[src/hdl/wwdtc_pkg.sv]
// constants for the windowed watchdog control block
package wwdtc_pkg;
  localparam int unsigned IDX_W = 10;
  localparam logic [IDX_W-1:0] IDX_PERIOD_ENABLE = 10'h18c;
  localparam logic [IDX_W-1:0] IDX_CLOCK_OPENING = 10'h18d;
  localparam logic [IDX_W-1:0] IDX_PSC_LOW = 10'h18e;
  localparam logic [IDX_W-1:0] IDX_PSC_HIGH = 10'h18f;
  localparam logic [IDX_W-1:0] IDX_TIMER_STATUS = 10'h190;
  localparam logic [IDX_W-1:0] IDX_EVENT_STATUS = 10'h191;
  localparam logic [IDX_W-1:0] IDX_EVENT_MASK = 10'h192;
  localparam logic [1:0] RESP_OKAY = 2'h0;
  localparam logic [1:0] RESP_SLVERR = 2'h2;
  localparam logic [4:0] PS_UNLOCKED = 5'h1f;
  localparam logic [4:0] PS_RESET = 5'h0b;
  localparam logic [4:0] PS_MAX = 5'h12;
  localparam logic [4:0] PS_MIN = 5'h00;
  localparam logic [4:0] PS_BASE_SHIFT = 5'h05;
  localparam logic [2:0] CS_UNLOCKED = 3'h7;
  localparam logic [2:0] CS_RESET = 3'h0;
  localparam logic [2:0] WIN_UNLOCKED = 3'h7;
  localparam logic [2:0] WIN_FULL = 3'h7;
  localparam logic [1:0] MODE_ALWAYS = 2'h3;
  localparam logic [1:0] MODE_AWAKE = 2'h2;
  localparam logic [1:0] MODE_SOFT = 2'h1;
  localparam logic [1:0] MODE_OFF = 2'h0;
  localparam int unsigned CNT_W = 23;
  localparam int unsigned PSC_W = 18;
  localparam int unsigned NSRC = 4;
  localparam int unsigned EV_TIMEOUT = 0;
  localparam int unsigned EV_VIOLATION = 1;
  localparam int unsigned EV_W = 2;
  localparam int unsigned B_SEN = 0;
  localparam int unsigned B_PS = 1;
  localparam int unsigned B_WIN = 0;
  localparam int unsigned B_CS = 4;
  localparam int unsigned B_ARMED = 2;
  localparam int unsigned B_WPOS = 3;
  localparam logic [1:0] WIN_STEP_SH = 2'h2;
endpackage : wwdtc_pkg

[src/hdl/wwdtc_top.sv]
// windowed watchdog control: register file, prescaler, window check, events
// Contract
// - period_select code n divides by 2^(n+5), up to code 10010.
// - period_select codes 10011 to 11111 give the shortest interval.
// - reset loads period_select with 01011 if period config is 11111, else config.
// - period_select writable only while period config is 11111.
// - software_enable obeyed only in operating mode 01, ignored otherwise.
// - clock_source_select 000..011 pick one of four clocks, 100..111 reserved.
// - clock config 111 resets clock_source_select to 000 and unlocks it.
// - opening_select resets from window config, read-only unless config is 111.
// - each opening code below 111 adds one eighth closed delay.
// - window closed while window_position is below four times (7 - opening_select).
// - 18-bit prescaler count split over low, high and timer registers.
// - timer and count registers are read-only and read zero after reset.
// - in windowed mode, clear while window closed or unarmed is a violation and resets.
// - any write to either control register clears the count.
// - operating mode 11 keeps the watchdog running, sleep included.
module wwdtc_top
  import wwdtc_pkg::*;
#(
  parameter int unsigned ADDR_W = 12
) (
  input wire logic CORE_CLK,
  input wire logic RSTN,
  input wire logic [ADDR_W-1:0] S_AXI_AWADDR,
  input wire logic S_AXI_AWVALID,
  output logic S_AXI_AWREADY,
  input wire logic [31:0] S_AXI_WDATA,
  input wire logic [3:0] S_AXI_WSTRB,
  input wire logic S_AXI_WVALID,
  output logic S_AXI_WREADY,
  output logic [1:0] S_AXI_BRESP,
  output logic S_AXI_BVALID,
  input wire logic S_AXI_BREADY,
  input wire logic [ADDR_W-1:0] S_AXI_ARADDR,
  input wire logic S_AXI_ARVALID,
  output logic S_AXI_ARREADY,
  output logic [31:0] S_AXI_RDATA,
  output logic [1:0] S_AXI_RRESP,
  output logic S_AXI_RVALID,
  input wire logic S_AXI_RREADY,
  input wire logic [1:0] OPERATING_MODE_CONFIG,
  input wire logic [4:0] PERIOD_CONFIG,
  input wire logic [2:0] CLOCK_CONFIG,
  input wire logic [2:0] OPENING_CONFIG,
  input wire logic [NSRC-1:0] SRC_CLK_TICK,
  input wire logic SLEEP,
  input wire logic CLEAR_WATCHDOG,
  output logic WATCHDOG_RESET,
  output logic SLEEP_WAKE,
  output logic IRQ
);
  logic init_r, init_nxt;
  logic aw_hold_r, aw_hold_nxt, w_hold_r, w_hold_nxt;
  logic [IDX_W-1:0] waddr_r, waddr_nxt;
  logic [7:0] wdata_r, wdata_nxt;
  logic wstrb_r, wstrb_nxt;
  logic awready_r, awready_nxt, wready_r, wready_nxt;
  logic bvalid_r, bvalid_nxt, arready_r, arready_nxt, rvalid_r, rvalid_nxt;
  logic [1:0] bresp_r, bresp_nxt, rresp_r, rresp_nxt;
  logic [7:0] rdata_r, rdata_nxt;
  logic [4:0] period_select_r, period_select_nxt;
  logic software_enable_r, software_enable_nxt;
  logic [2:0] clock_source_select_r, clock_source_select_nxt;
  logic [2:0] opening_select_r, opening_select_nxt;
  logic [CNT_W-1:0] count_r, count_nxt;
  logic armed_r, armed_nxt, sleep_r, sleep_nxt;
  logic [EV_W-1:0] stat_r, stat_nxt, mask_r, mask_nxt;
  logic rst_out_r, rst_out_nxt, wake_r, wake_nxt, irq_r, irq_nxt;
  logic [IDX_W-1:0] ridx;
  logic [4:0] p_eff, window_position, win_thr;
  logic [CNT_W:0] limit;
  logic wdt_on, tick, windowed, closed, do_wr, wr_clr, viol, tmo, good_clr;
  logic [NSRC-1:0] src_sel;

  assign ridx = S_AXI_ARADDR[IDX_W+1:2];
  // reserved period codes fall back to the shortest interval
  assign p_eff = (period_select_r > PS_MAX) ? PS_MIN : period_select_r;
  assign limit = ((CNT_W+1)'(1) << (p_eff + PS_BASE_SHIFT)) - (CNT_W+1)'(1);
  assign window_position = 5'(count_r >> p_eff);
  assign win_thr = 5'({2'h0, WIN_FULL - opening_select_r} << WIN_STEP_SH);
  assign windowed = opening_select_r != WIN_FULL;
  assign closed = windowed && (window_position < win_thr);

  // one strobe per clock source; reserved select codes give no edges at all
  for (genvar g = 0; g < NSRC; g++) begin : g_src
    assign src_sel[g] = (clock_source_select_r == 3'(g)) && SRC_CLK_TICK[g];
  end

  always_comb begin
    case (OPERATING_MODE_CONFIG)
      MODE_ALWAYS: wdt_on = 1'b1;
      MODE_AWAKE: wdt_on = !SLEEP;
      MODE_SOFT: wdt_on = software_enable_r;
      default: wdt_on = 1'b0;
    endcase
  end

  assign tick = wdt_on && init_r && (|src_sel);
  assign do_wr = aw_hold_r && w_hold_r && !bvalid_r;

  always_comb begin
    init_nxt = 1'b1;
    aw_hold_nxt = aw_hold_r;
    w_hold_nxt = w_hold_r;
    waddr_nxt = waddr_r;
    wdata_nxt = wdata_r;
    wstrb_nxt = wstrb_r;
    bvalid_nxt = bvalid_r;
    bresp_nxt = bresp_r;
    rvalid_nxt = rvalid_r;
    rresp_nxt = rresp_r;
    rdata_nxt = rdata_r;
    period_select_nxt = period_select_r;
    software_enable_nxt = software_enable_r;
    clock_source_select_nxt = clock_source_select_r;
    opening_select_nxt = opening_select_r;
    count_nxt = count_r;
    armed_nxt = armed_r;
    stat_nxt = stat_r;
    mask_nxt = mask_r;
    wr_clr = 1'b0;
    // config straps are caught in the first cycle after reset release
    if (!init_r) begin
      period_select_nxt = (PERIOD_CONFIG == PS_UNLOCKED) ? PS_RESET : PERIOD_CONFIG;
      clock_source_select_nxt = (CLOCK_CONFIG == CS_UNLOCKED) ? CS_RESET : CLOCK_CONFIG;
      opening_select_nxt = OPENING_CONFIG;
    end
    if (S_AXI_AWVALID && awready_r) begin
      aw_hold_nxt = 1'b1;
      waddr_nxt = S_AXI_AWADDR[IDX_W+1:2];
    end
    if (S_AXI_WVALID && wready_r) begin
      w_hold_nxt = 1'b1;
      wdata_nxt = S_AXI_WDATA[7:0];
      wstrb_nxt = S_AXI_WSTRB[0];
    end
    if (do_wr) begin
      aw_hold_nxt = 1'b0;
      w_hold_nxt = 1'b0;
      bvalid_nxt = 1'b1;
      bresp_nxt = RESP_OKAY;
      case (waddr_r)
        IDX_PERIOD_ENABLE: begin
          wr_clr = wstrb_r;
          if (wstrb_r && PERIOD_CONFIG == PS_UNLOCKED) begin
            period_select_nxt = wdata_r[B_PS+:5];
          end
          if (wstrb_r) begin
            software_enable_nxt = wdata_r[B_SEN];
          end
        end
        IDX_CLOCK_OPENING: begin
          wr_clr = wstrb_r;
          if (wstrb_r && CLOCK_CONFIG == CS_UNLOCKED) begin
            clock_source_select_nxt = wdata_r[B_CS+:3];
          end
          if (wstrb_r && OPENING_CONFIG == WIN_UNLOCKED) begin
            opening_select_nxt = wdata_r[B_WIN+:3];
          end
        end
        IDX_PSC_LOW, IDX_PSC_HIGH, IDX_TIMER_STATUS: begin
          // read-only: the write is acknowledged and dropped
          bresp_nxt = RESP_OKAY;
        end
        IDX_EVENT_STATUS: begin
          if (wstrb_r) begin
            stat_nxt = stat_r & ~wdata_r[EV_W-1:0];
          end
        end
        IDX_EVENT_MASK: begin
          if (wstrb_r) begin
            mask_nxt = wdata_r[EV_W-1:0];
          end
        end
        default: bresp_nxt = RESP_SLVERR;
      endcase
    end
    if (bvalid_r && S_AXI_BREADY) begin
      bvalid_nxt = 1'b0;
    end
    if (rvalid_r && S_AXI_RREADY) begin
      rvalid_nxt = 1'b0;
    end
    // arming and clear-instruction checks for windowed operation
    viol = CLEAR_WATCHDOG && wdt_on && windowed && (!armed_r || closed);
    good_clr = CLEAR_WATCHDOG && !viol;
    tmo = tick && ({1'b0, count_r} == limit);
    if (CLEAR_WATCHDOG) begin
      armed_nxt = 1'b0;
    end
    if (S_AXI_ARVALID && arready_r) begin
      rvalid_nxt = 1'b1;
      rresp_nxt = RESP_OKAY;
      case (ridx)
        IDX_PERIOD_ENABLE: begin
          rdata_nxt = {2'h0, period_select_r, software_enable_r};
          armed_nxt = 1'b1;
        end
        IDX_CLOCK_OPENING: rdata_nxt = {1'b0, clock_source_select_r, 1'b0, opening_select_r};
        IDX_PSC_LOW: rdata_nxt = count_r[7:0];
        IDX_PSC_HIGH: rdata_nxt = count_r[15:8];
        IDX_TIMER_STATUS: rdata_nxt = {window_position, armed_r, count_r[PSC_W-1:16]};
        IDX_EVENT_STATUS: rdata_nxt = 8'(stat_r);
        IDX_EVENT_MASK: rdata_nxt = 8'(mask_r);
        default: begin
          rdata_nxt = 8'h00;
          rresp_nxt = RESP_SLVERR;
        end
      endcase
    end
    sleep_nxt = SLEEP;
    // entering or leaving sleep, a disable, a write or a good clear restart the period
    if (!wdt_on || wr_clr || (SLEEP != sleep_r) || good_clr || viol || tmo) begin
      count_nxt = '0;
    end else if (tick) begin
      count_nxt = count_r + CNT_W'(1);
    end
    // a new event wins over a clear in the same cycle
    stat_nxt[EV_TIMEOUT] = stat_nxt[EV_TIMEOUT] | tmo;
    stat_nxt[EV_VIOLATION] = stat_nxt[EV_VIOLATION] | viol;
    // a time-out asleep wakes the core instead of resetting it
    rst_out_nxt = (tmo || viol) && !SLEEP;
    wake_nxt = (tmo || viol) && SLEEP;
    irq_nxt = |(stat_nxt & mask_nxt);
    awready_nxt = !aw_hold_nxt;
    wready_nxt = !w_hold_nxt;
    arready_nxt = !rvalid_nxt;
  end

  always_ff @(posedge CORE_CLK or negedge RSTN) begin
    if (!RSTN) begin
      init_r <= 1'b0;
      aw_hold_r <= 1'b0;
      w_hold_r <= 1'b0;
      waddr_r <= '0;
      wdata_r <= 8'h00;
      wstrb_r <= 1'b0;
      awready_r <= 1'b0;
      wready_r <= 1'b0;
      bvalid_r <= 1'b0;
      bresp_r <= RESP_OKAY;
      arready_r <= 1'b0;
      rvalid_r <= 1'b0;
      rresp_r <= RESP_OKAY;
      rdata_r <= 8'h00;
      period_select_r <= PS_RESET;
      software_enable_r <= 1'b0;
      clock_source_select_r <= CS_RESET;
      opening_select_r <= WIN_FULL;
      count_r <= '0;
      armed_r <= 1'b0;
      sleep_r <= 1'b0;
      stat_r <= '0;
      mask_r <= '0;
      rst_out_r <= 1'b0;
      wake_r <= 1'b0;
      irq_r <= 1'b0;
    end else begin
      init_r <= init_nxt;
      aw_hold_r <= aw_hold_nxt;
      w_hold_r <= w_hold_nxt;
      waddr_r <= waddr_nxt;
      wdata_r <= wdata_nxt;
      wstrb_r <= wstrb_nxt;
      awready_r <= awready_nxt;
      wready_r <= wready_nxt;
      bvalid_r <= bvalid_nxt;
      bresp_r <= bresp_nxt;
      arready_r <= arready_nxt;
      rvalid_r <= rvalid_nxt;
      rresp_r <= rresp_nxt;
      rdata_r <= rdata_nxt;
      period_select_r <= period_select_nxt;
      software_enable_r <= software_enable_nxt;
      clock_source_select_r <= clock_source_select_nxt;
      opening_select_r <= opening_select_nxt;
      count_r <= count_nxt;
      armed_r <= armed_nxt;
      sleep_r <= sleep_nxt;
      stat_r <= stat_nxt;
      mask_r <= mask_nxt;
      rst_out_r <= rst_out_nxt;
      wake_r <= wake_nxt;
      irq_r <= irq_nxt;
    end
  end

  assign S_AXI_AWREADY = awready_r;
  assign S_AXI_WREADY = wready_r;
  assign S_AXI_BVALID = bvalid_r;
  assign S_AXI_BRESP = bresp_r;
  assign S_AXI_ARREADY = arready_r;
  assign S_AXI_RVALID = rvalid_r;
  assign S_AXI_RRESP = rresp_r;
  assign S_AXI_RDATA = {24'h000000, rdata_r};
  assign WATCHDOG_RESET = rst_out_r;
  assign SLEEP_WAKE = wake_r;
  assign IRQ = irq_r;

  AST_RESERVED_MIN: assert property (@(posedge CORE_CLK) disable iff (!RSTN)
    (period_select_r > PS_MAX) |-> (limit == (CNT_W+1)'(31)))
    else $error("reserved period code not at shortest interval");
  AST_RESET_PERIOD: assert property (@(posedge CORE_CLK) disable iff (!RSTN)
    (init_r && !$past(init_r) && $past(PERIOD_CONFIG) == PS_UNLOCKED) |-> (period_select_r == PS_RESET))
    else $error("period reset value wrong");
  AST_PERIOD_LOCK: assert property (@(posedge CORE_CLK) disable iff (!RSTN)
    ($past(init_r) && $past(PERIOD_CONFIG) != PS_UNLOCKED) |-> $stable(period_select_r))
    else $error("locked period select changed");
  AST_MODE_OFF: assert property (@(posedge CORE_CLK) disable iff (!RSTN)
    (OPERATING_MODE_CONFIG == MODE_OFF) |=> (count_r == '0))
    else $error("count moved in off mode");
  AST_CLOCK_LOCK: assert property (@(posedge CORE_CLK) disable iff (!RSTN)
    ($past(init_r) && $past(CLOCK_CONFIG) != CS_UNLOCKED) |-> $stable(clock_source_select_r))
    else $error("locked clock select changed");
  AST_OPEN_LOCK: assert property (@(posedge CORE_CLK) disable iff (!RSTN)
    ($past(init_r) && $past(OPENING_CONFIG) != WIN_UNLOCKED) |-> $stable(opening_select_r))
    else $error("locked opening select changed");
  AST_FULL_OPEN: assert property (@(posedge CORE_CLK) disable iff (!RSTN)
    (opening_select_r == WIN_FULL && CLEAR_WATCHDOG && !tick) |=> !(WATCHDOG_RESET || SLEEP_WAKE))
    else $error("clear in full-open mode raised a violation");
  AST_ARM_ON_READ: assert property (@(posedge CORE_CLK) disable iff (!RSTN)
    (S_AXI_ARVALID && arready_r && ridx == IDX_PERIOD_ENABLE) |=> armed_r)
    else $error("read did not arm");
  AST_VIOLATION: assert property (@(posedge CORE_CLK) disable iff (!RSTN)
    (CLEAR_WATCHDOG && wdt_on && windowed && !armed_r) |=> (WATCHDOG_RESET || SLEEP_WAKE) ##1 !WATCHDOG_RESET)
    else $error("unarmed clear gave no violation");
  AST_WRITE_CLEARS: assert property (@(posedge CORE_CLK) disable iff (!RSTN)
    (do_wr && wstrb_r && (waddr_r == IDX_PERIOD_ENABLE || waddr_r == IDX_CLOCK_OPENING)) |=> (count_r == '0))
    else $error("control write did not clear count");
  AST_ALWAYS_ON: assert property (@(posedge CORE_CLK) disable iff (!RSTN)
    (OPERATING_MODE_CONFIG == MODE_ALWAYS && SLEEP == sleep_r && init_r && (|src_sel) && ({1'b0, count_r} != limit)
      && !CLEAR_WATCHDOG && !wr_clr) |=> (count_r == $past(count_r) + CNT_W'(1)))
    else $error("always-on mode not running");
  AST_TIMEOUT: assert property (@(posedge CORE_CLK) disable iff (!RSTN)
    (tick && {1'b0, count_r} == limit && !SLEEP && $stable(SLEEP)) |=> (WATCHDOG_RESET && count_r == '0))
    else $error("time-out not raised at ratio");
endmodule : wwdtc_top

[config.mk]
export PLATFORM = sky130hd
export DESIGN_NAME = wwdtc_top
export DESIGN_NICKNAME = d
export VERILOG_FILES = /design/src/hdl/wwdtc_pkg.sv /design/src/hdl/wwdtc_top.sv
export SDC_FILE = /design/constraint.sdc
export NUM_CORES = 1
export LEC_CHECK = 0
export BUFFER_PORTS_ARGS = -buffer_cell sky130_fd_sc_hd__buf_2
export CAP_MARGIN = 20
export CORE_UTILIZATION = 60
export DETAILED_ROUTE_END_ITERATION = 10
export GPL_TIMING_DRIVEN = 0
export PLACE_DENSITY_LB_ADDON = 0.08
export SKIP_LAST_GASP = 1
export SLEW_MARGIN = 20
export SYNTH_ARGS = -nofsm -noshare
export SYNTH_HDL_FRONTEND = slang
export SYNTH_SLANG_ARGS = --single-unit
[constraint.sdc]
create_clock -name CORE_CLK -period 9.8 [get_ports CORE_CLK]
set_input_delay 0 -clock CORE_CLK [delete_from_list [all_inputs] [get_ports CORE_CLK]]
set_output_delay 0 -clock CORE_CLK [all_outputs]
set_load 0.01 [all_outputs]
==> impl_metrics.tcl, run 1 <==
set metrics [dict create \
    tns_ps 0 \
    period_share 0.5007 \
    wl_per_cell_um 22.82 \
    hp-class "primary input to register" \
    cp_common_cell "o21bai_1" \
    dpl_worst_slack_ps 5241 \
    grt_pass1_wl_um 34580 \
    hpwl_um 14510 \
    post-route-min-period_ps 4906 \
    max_freq_ghz 0.2038 \
    antenna_found_initial 0 \
    final_cell_mix "buf_2 (84), dfrtp_1 (74), nand2_1 (62), nor2_1 (47), clkbuf_1 (41)" \
    synth_cell_types 85 \
    cts_buffers 9 \
    vdd_drop_max_v 0.0001818 \
    async_flop_share 1.000 \
    worst_skew_pair.late_latency_ps 370 \
    maxSlewHeadroom 0.3156 \
    r2r_end "WATCHDOG_RESET$_DFF_PN0_" \
    critPathTopFamily "compound AO/OA/AOI/OAI gates" \
    route.detailed.drc 0 \
    diodes 0 \
    port_buffers 69 \
    vias_per_cell 6.743 \
    gr-usage-all-layers 0.4431 \
    whs_path_depth 3 \
    cts.sink_count 80 \
    cp_cell_sequence "buf_2, nor4b_1, nor2_1, clkbuf_1, a21oi_1, a22oi_1, o311ai_0, o21bai_1, ha_1, o211ai_1, o21bai_1, o41ai_1, a211oi_4, buf_6, inv_2, o22ai_1" \
    vias 6669 \
    final_common_cell "buf_2" \
    fillers 678 \
    status "finished clean" \
    slowest_delay_ps 670 \
    grt_overflow 0 \
    critPathSlowestCell "o311ai_0" \
    place_area_um2 6803 \
    routed_wl_um 22570 \
    drt-initial-drc-count 741 \
    dieArea_um2 10680 \
    coreArea_um2 9864 \
    cp.required_ps 10070 \
    hold_slack_ps 37.71 \
    setup_viol 0 \
    hold-path-endpoint "waddr_r[1]$_DFFE_PN0P_" \
    cp.arrival_ps 5180 \
    synth_top_cell_by_area "dfrtp_1" \
    leakagePower_nw 3.115 \
    synth_flop_cell "dfrtp_1" \
    finalInstanceArea_um2 7293 \
    path_class "register to register" \
    path_clk_slew_ps 90 \
    reg2reg_slack_ps 4890 \
    gp_congestion 0.9648 \
    synth_edf_count 0 \
    path_buf_inv 4 \
    drv_slew 0 \
    syn_inst 714 \
    worst_pin_slew_ps 1018 \
    die_width_um 103.3 \
    end_kind "register" \
    h-tree-depth 3 \
    cap_violations 0 \
    grt_pass1_vias 6414 \
    drt_first_pass_iters 7 \
    critPathLaunchType "register" \
    synth_area_leaders "dfrtp_1 (30%), mux2_2 (4.9%), nand2_1 (3.8%)" \
    synth-seq-cells 80 \
    drive_above_1_share 0.2220 \
    cts_resized 0 \
    p_per_area_nw_per_um2 142.4 \
    crit_path_max_fanout 10 \
    avgSynthCellArea_um2 8.629 \
    rows 36 \
    rr_worst_depth 16 \
    cts_tree "built" \
    synth.cell_area_um2 6161 \
    skew_ps 12.57 \
    root_buffer "clkbuf_8" \
    synth_top_area_frac 0.3006 \
    hold_violations 0 \
    ios 130 \
    nets 941 \
    cts_buffer_depth 2 \
    start_util 0.6246 \
    power_mw 1.039 \
    ant_nets 0 \
    hp-start "S_AXI_AWVALID" \
    grt_max_degree 45 \
    area_growth_pct 18.38 \
    synth_seq_area_share 0.3262 \
    dieHeight_um 103.3 \
    fin_ws_ps 4894 \
    rsz0062_at_grt "false" \
    reg2reg_from "period_select_r[1]$_DFF_PN1_" \
    synth_warnings 0 \
]
==> report_power, final <==
part           switching [mW]  internal (mW)  total [mW]
sequential             0.0656          0.390       0.456
clock                   0.125          0.126       0.250
combinational           0.189          0.144       0.333
==> flip-flops by register name (all words and copies together) (netlist names), 2 cells and up <==
name,flops
opening_select_r,3
waddr_r,10
wdata_r,7
rdata_r,8
clock_source_select_r,3
count_r,23
period_select_r,5
stat_r,2
mask_r,2
==> logic make-up after synthesis <==
family,share of synthesized area
compound gates,0.1688
xor+xnor,0.05686
fa+ha+maj,0.008124
buf+inv,0.09037
flops,0.3262
mux,0.1111
other cells,0.001219
simple gates,0.2374
==> what timing repair did <==
action	4_1_cts	5_1_grt
hold buffers	29	0
setup buffers	0	0
endpoints found under the hold margin	67	0
==> cell usage after synthesis, drive strengths merged (13+ instances only) <==
cell type   n
dfrtp      74
nand2      63
buf        53
nor2       48
clkbuf     39
o21ai      39
a21oi      31
nand3      31
mux2       28
mux2i      23
nor4       22
xnor2      22
nor3       21
xor2       18
inv        15
nor3b      14
and3       13
==> worst reg2reg max path, delay by kind of cell, from the launching register on <==
kind            cells  cell delay, ps
fa+ha+maj           1             320
simple gates        2             710
buf+inv             4             790
flops               1             630
compound gates      9            2360
==> per-layer routing <==
layer  global-route usage  routed length [µm]  up-vias
met1               0.5684                8105     3101
met4               0.2514                1326        0
li1                     -                   -     2812
met2               0.7144               10530      598
met3              0.07460                2607      158
met5                    0                   0        -
==> cell type report <==
type / instances / area, µm² / share of cell area
Buffer: 92 / 500.5 / 0.06862
Clock buffer: 12 / 145.1 / 0.01990
Clock inverter: 4 / 55.05 / 0.007548
Inverter: 15 / 56.30 / 0.007720
Multi-Input combinational cell: 554 / 3702 / 0.5076
Sequential cell: 80 / 2009 / 0.2755
Tap cell: 133 / 166.4 / 0.02282
Timing Repair Buffer: 99 / 658.1 / 0.09024
==> worst max path at each step <==
stage,start,end,slack [ps],depth (start not counted)
finish,period_select_r[1]$_DFF_PN1_,WATCHDOG_RESET$_DFF_PN0_,4890,16
global route,period_select_r[1]$_DFF_PN1_,WATCHDOG_RESET$_DFF_PN0_,4860,16
CTS,period_select_r[1]$_DFF_PN1_,WATCHDOG_RESET$_DFF_PN0_,5250,16
detailed placement,period_select_r[1]$_DFF_PN1_,IRQ$_DFF_PN0_,5240,14
global placement,period_select_r[1]$_DFF_PN1_,IRQ$_DFF_PN0_,5290,14
floorplan,period_select_r[2]$_DFF_PN0_,IRQ$_DFF_PN0_,6000,15
==> through the flow <==
stage / instances / utilization
6_report: 989 / 0.7393
5_1_grt: 989 / 0.7393
4_1_cts: 989 / 0.7393
3_5_place_dp: 944 / 0.6896
3_3_place_gp: 943 / 0.6867
2_1_floorplan: 741 / -
No activity file was read; power rests on OpenSTA's default activity.
==> run 2, diff against run 1 <==
- CORE_UTILIZATION: 60 -> 51
- clock period: 9.8 -> 4.4 ns (I/O delays scaled with it)
==> run 2 against run 1 <==
  * Sequential share of layout area shrank 0.65 points
  * Largest power group unchanged
  * Register-to-register slack lost 4600 ps
  * Sequential power rose by 120%
  * The run now ends with DRC left
  * Critical path type unchanged
  * Highest routed layer unchanged
  * Power up 140%
  * Non-clock buffer count down 1
  * Clock power rose to 3.1 times the previous value
==> impl_metrics.tcl, run 2 (same netlist as run 1, synthesis figures left out) <==
set metrics [dict create \
    status "finished, violations left" \
    violations "DRC" \
    drv_slew 0 \
    cp_cell_sequence "or4b_4, nand2_4, clkbuf_4, mux2_2, o22ai_1, nand3_1, o311ai_2, o21bai_1, ha_1, o211ai_1, o21bai_1, o41ai_2, a211oi_4, buf_6, inv_2, o22ai_1" \
    wl_per_cell_um 20.14 \
    clockPowerShare 0.311 \
    setup_viol 0 \
    gp_congestion 0.9504 \
    leakagePower_nw 3.200 \
    path_buf_inv 3 \
    coreArea_um2 11610 \
    path_class "register to register" \
    pwr-share-seq 0.401 \
    antenna_found_initial 0 \
    cts_buffer_depth 2 \
    worst_pin_slew_ps 920.4 \
    comb_power_share 0.289 \
    grt_overflow 0 \
    slowest_delay_ps 610 \
    grt_pass1_wl_um 31400 \
    cts_tree "built" \
    vias_per_cell 6.131 \
    critPathLaunchType "register" \
    nets 940 \
    finalInstanceArea_um2 7473 \
    dieHeight_um 111.9 \
    tns_ps 0 \
    hpwl_um 14600 \
    area_growth_pct 21.30 \
    routed_wl_um 20100 \
    drt-initial-drc-count 721 \
    drive_above_1_share 0.2398 \
    vdd_drop_max_v 0.0003793 \
    start_util 0.5305 \
    ant_nets 0 \
    final_common_cell "buf_2" \
    grt_max_degree 56 \
    grt_pass1_vias 5896 \
    critPathSlowestCell "dfstp_2" \
    crit_path_max_fanout 10 \
    root_buffer "clkbuf_16" \
    post-route-min-period_ps 4120 \
    critPathTopFamily "compound AO/OA/AOI/OAI gates" \
    reg.largest.list "count_r x23, waddr_r x10, rdata_r x8" \
    path_clk_slew_ps 60 \
    maxSlewHeadroom 0.3807 \
    h-tree-depth 3 \
    p_switching_uw 802.9 \
    hold_violations 0 \
    drt_first_pass_iters 10 \
    p_sw_frac 0.3262 \
    cp.arrival_ps 4370 \
    cap_violations 0 \
    max_freq_ghz 0.2427 \
    period_share 0.9363 \
    p_per_area_nw_per_um2 329.4 \
    p_int_mw 1.659 \
    vias 6119 \
    die_width_um 111.9 \
    rows 39 \
    dieArea_um2 12520 \
    top_register "count_r" \
    final_cell_mix "buf_2 (77), dfrtp_1 (73), nand2_1 (62), nor2_1 (46), o21ai_0 (39)" \
    cts_buffers 9 \
    skew_ps 7.267 \
    largest_register_ffs 23 \
    route.detailed.drc 4 \
    end_kind "register" \
    port_buffers 69 \
    hp-class "primary input to register" \
    cts.sink_count 80 \
    worst_skew_pair.late_latency_ps 340 \
    gr-usage-all-layers 0.3271 \
    cp.required_ps 4650 \
    rsz0062_at_grt "false" \
    ios 130 \
    diodes 0 \
    place_area_um2 6823 \
]
run 2: per-stage QoR:
step           hold slack (ps)  power, mW  setup slack [ps]  utilization  std cells
2_1_floorplan           -295.6      1.440             604.4            -        741
3_3_place_gp             182.9      1.635            -140.5       0.5844        953
3_5_place_dp            -61.25      1.658            -139.0       0.5875        954
4_1_cts                  30.08      2.443             71.31       0.6394        998
5_1_grt                  40.05      2.573             13.83       0.6435        998
6_report                 31.49      2.462             280.1       0.6435        998
run 2: cell type report:
cell class              count  area, µm²
fillers                   988       4140
multi-input cells         554       3742
flip-flops and latches     80       2011
repair buffers             98      653.1
plain buffers              92      525.5
clock buffers              11      242.7
well taps                 143      178.9
clock inverters             5      63.81
inverters                  15      56.30
run 2: tightest hold or removal path, cell delays in order:
cell and delay, ps:
buf_2 110, mux2i_1 140, o21ai_0 100
run 2: path summary, 6_finish.rpt:
check	depth (start not counted)	startpoint	end	slack [ps]
setup / recovery	16	period_select_r[1]$_DFF_PN1_	WATCHDOG_RESET$_DFF_PN0_	280
hold / removal	3	PERIOD_CONFIG[3]	period_select_r[3]$_DFF_PN1_	30
setup reg to reg	16	period_select_r[1]$_DFF_PN1_	WATCHDOG_RESET$_DFF_PN0_	280
hold reg to reg	2	rdata_r[0]$_DFFE_PN0P_	rdata_r[0]$_DFFE_PN0P_	480
max in group asynchronous	3	RSTN	opening_select_r[0]$_DFF_PN1_	3630
min in group asynchronous	2	RSTN	init_r$_DFF_PN0_	140
run 2: power by group through the flow:
stage / Combinational [mW] / Sequential (mW) / Clock, mW
floorplan: 0.474 / 0.966 / 0
global placement: 0.646 / 0.989 / 0
detailed placement: 0.664 / 0.994 / 0
CTS: 0.689 / 0.983 / 0.770
global route: 0.772 / 1.00 / 0.800
finish: 0.711 / 0.986 / 0.765
run 2: per-layer routing:
metal / vias up / wire length, µm / GRT usage
li1: 2805 / - / -
met1: 2950 / 8135 / 0.4116
met2: 309 / 9773 / 0.5565
met3: 55 / 1479 / 0.04137
met4: 0 / 711 / 0.1586
met5: - / 0 / 0
run 2: timing repair:
item / 4_1_cts / 5_1_grt
gates resized for setup: 6 / 19
hold endpoints to repair: 102 / 0
endpoints found under the setup margin: 11 / 20
hold buffers: 27 / 0
setup buffers: 1 / 0
pin swaps: 1 / 4
==> run 3, diff against run 2 <==
- CORE_UTILIZATION: 51 -> 56
- CTS_CLUSTER_SIZE: default -> 25
- clock period: 4.4 -> 3.8 ns (I/O delays scaled with it)
==> run 3 against run 2 <==
  * The run ends with setup timing left
  * Register-to-register slack worse by 320 ps
  * Via count up 8.5%
  * Critical path depth up 1
  * Wire length up 14%
  * Global-route usage up 8.4 points
  * Critical path type unchanged
  * Largest cell class unchanged
  * Largest power group unchanged
==> impl_metrics.tcl, run 3 (same netlist as run 1, synthesis figures left out) <==
set metrics [dict create \
    hp-start "S_AXI_AWVALID" \
    place_area_um2 6814 \
    root_buffer "clkbuf_8" \
    comb_power_share 0.343 \
    worst_pin_slew_ps 896.1 \
    path_clk_slew_ps 90 \
    p_int_mw 1.784 \
    finalInstanceArea_um2 7836 \
    port_buffers 69 \
    dieArea_um2 11430 \
    critPathSlowestCell "or3_4" \
    hp-class "primary input to register" \
    cap_violations 0 \
    cts_tree "built" \
    p_switching_mw 1.011 \
    fillers 720 \
    coreArea_um2 10510 \
    seq_area_um2 2011 \
    ios 130 \
    maxSlewHeadroom 0.3976 \
    max_freq_ghz 0.2605 \
    power_mw 2.795 \
    hold_violations 0 \
    cts.sink_count 80 \
    tns_ps -110.5 \
    drive_above_1_share 0.2797 \
    grt_max_degree 59 \
    ant_nets 0 \
    slowest_delay_ps 390 \
    dieHeight_um 106.9 \
    h-tree-depth 3 \
    cts_buffers 9 \
    area_growth_pct 27.19 \
    p_per_area_nw_per_um2 356.7 \
    fin_cells 1019 \
    cts_buffer_depth 2 \
    multi_input_area_um2 3891 \
    top_register "count_r" \
    antenna_found_initial 0 \
    p_sw_frac 0.3616 \
    final_common_cell "dfrtp_1" \
    critPathTopFamily "compound AO/OA/AOI/OAI gates" \
    end_kind "register" \
    worst_skew_pair.late_latency_ps 360 \
    pwr-share-seq 0.419 \
    rsz0062_at_grt "true" \
    grt_pass1_wl_um 35280 \
    drv_slew 0 \
    path_class "register to register" \
    die_width_um 106.9 \
    reg2reg_from "period_select_r[2]$_DFF_PN0_" \
    gp_congestion 0.9486 \
    route.detailed.drc 0 \
    setup_viol 5 \
    diodes 0 \
    hpwl_um 14180 \
    crit_path_max_fanout 7 \
    nets 968 \
    reg2reg_slack_ps -40 \
    post-route-min-period_ps 3838 \
    fin_ws_ps -38.39 \
    r2r_end "IRQ$_DFF_PN0_" \
    drt_first_pass_iters 5 \
    start_util 0.5863 \
    dpl_worst_slack_ps -784.6 \
    cp.arrival_ps 4090 \
    gr-usage-all-layers 0.4108 \
    rows 37 \
    vias_per_cell 6.515 \
    path_buf_inv 4 \
    fin_util 0.7457 \
    rr_worst_depth 17 \
    leakagePower_nw 3.341 \
    routed_wl_um 22820 \
    vdd_drop_max_v 0.0003963 \
    whs_path_depth 3 \
    grt_pass1_vias 6452 \
    reg.largest.list "count_r x23, waddr_r x10, rdata_r x8" \
    cp.required_ps 4050 \
    placed_cells_incl_taps 947 \
    cp_cell_sequence "buf_6, buf_8, buf_8, nor2b_4, mux2_4, a32oi_1, a21oi_1, or3_4, o311ai_2, o21bai_1, ha_1, o211ai_1, o41ai_2, a211oi_4, buf_6, nand2b_1, a221o_1" \
    skew_ps 19.08 \
    wl_per_cell_um 22.40 \
    hold-path-endpoint "waddr_r[1]$_DFFE_PN0P_" \
    vias 6639 \
    drt-initial-drc-count 698 \
    clockPowerShare 0.238 \
    grt_overflow 0 \
    period_share 1.010 \
    violations "setup timing" \
    hold_slack_ps 38.68 \
    critPathLaunchType "register" \
    final_cell_mix "dfrtp_1 (73), buf_2 (70), nand2_1 (62), buf_4 (60), nor2_1 (45)" \
    largest_register_ffs 23 \
    status "finished, violations left" \
]
run 3: cell types whose count changed in the layout (fill, tap and decap cells not counted), sizes merged:
cell | before | now
inv | 17 | 16
clkinvlp | 1 | 2
dlygate4sd3 | 27 | 31
clkbuf | 59 | 48
buf | 115 | 150
run 3: timing repair:
item,CTS,global route
resized for setup,61,25
cloned,1,0
hold buffers,31,0
setup endpoints to repair,20,26
pin swaps,12,8
hold endpoints to repair,106,0
setup buffers,19,8
run 3: power groups by stage:
stage               registers [mW]  logic (mW)  clock network, mW
detailed placement            1.15       0.766                  0
CTS                           1.14       0.877              0.657
global placement              1.14       0.746                  0
global route                  1.18        1.02              0.701
finish                        1.17       0.959              0.666
floorplan                     1.12       0.549                  0
run 3: layout make-up:
cell class,count,area share
tap,136,0.02171
multi-input combinational,554,0.4966
sequential,80,0.2566
timing repair buffer,129,0.1167
clock buffer,11,0.01804
inverter,15,0.007664
buffer,89,0.07456
clock inverter,5,0.008143
run 3: routing by layer:
| metal | vias up | share of wire | GRT usage |
|---|---|---|---|
| li1 | 2867 | - | - |
| met5 | - | 0 | 0 |
| met4 | 0 | 0.055 | 0.2339 |
| met2 | 480 | 0.48 | 0.6659 |
| met1 | 3172 | 0.36 | 0.5108 |
| met3 | 120 | 0.11 | 0.08207 |
run 3: worst max path at each step:
stage,startpoint,cells past startpoint,slack [ps],end
floorplan,period_select_r[2]$_DFF_PN0_,15,4,IRQ$_DFF_PN0_
global placement,period_select_r[2]$_DFF_PN0_,16,-730,IRQ$_DFF_PN0_
detailed placement,period_select_r[2]$_DFF_PN0_,16,-780,IRQ$_DFF_PN0_
CTS,period_select_r[1]$_DFF_PN1_,16,0.1,WATCHDOG_RESET$_DFF_PN0_
global route,period_select_r[1]$_DFF_PN1_,16,-190,SLEEP_WAKE$_DFF_PN0_
finish,period_select_r[2]$_DFF_PN0_,17,-40,IRQ$_DFF_PN0_
run 3: tightest hold or removal path, cell delays in order:
cell    delay [ps]
buf_2           70
and2_1         140
mux2_2         160
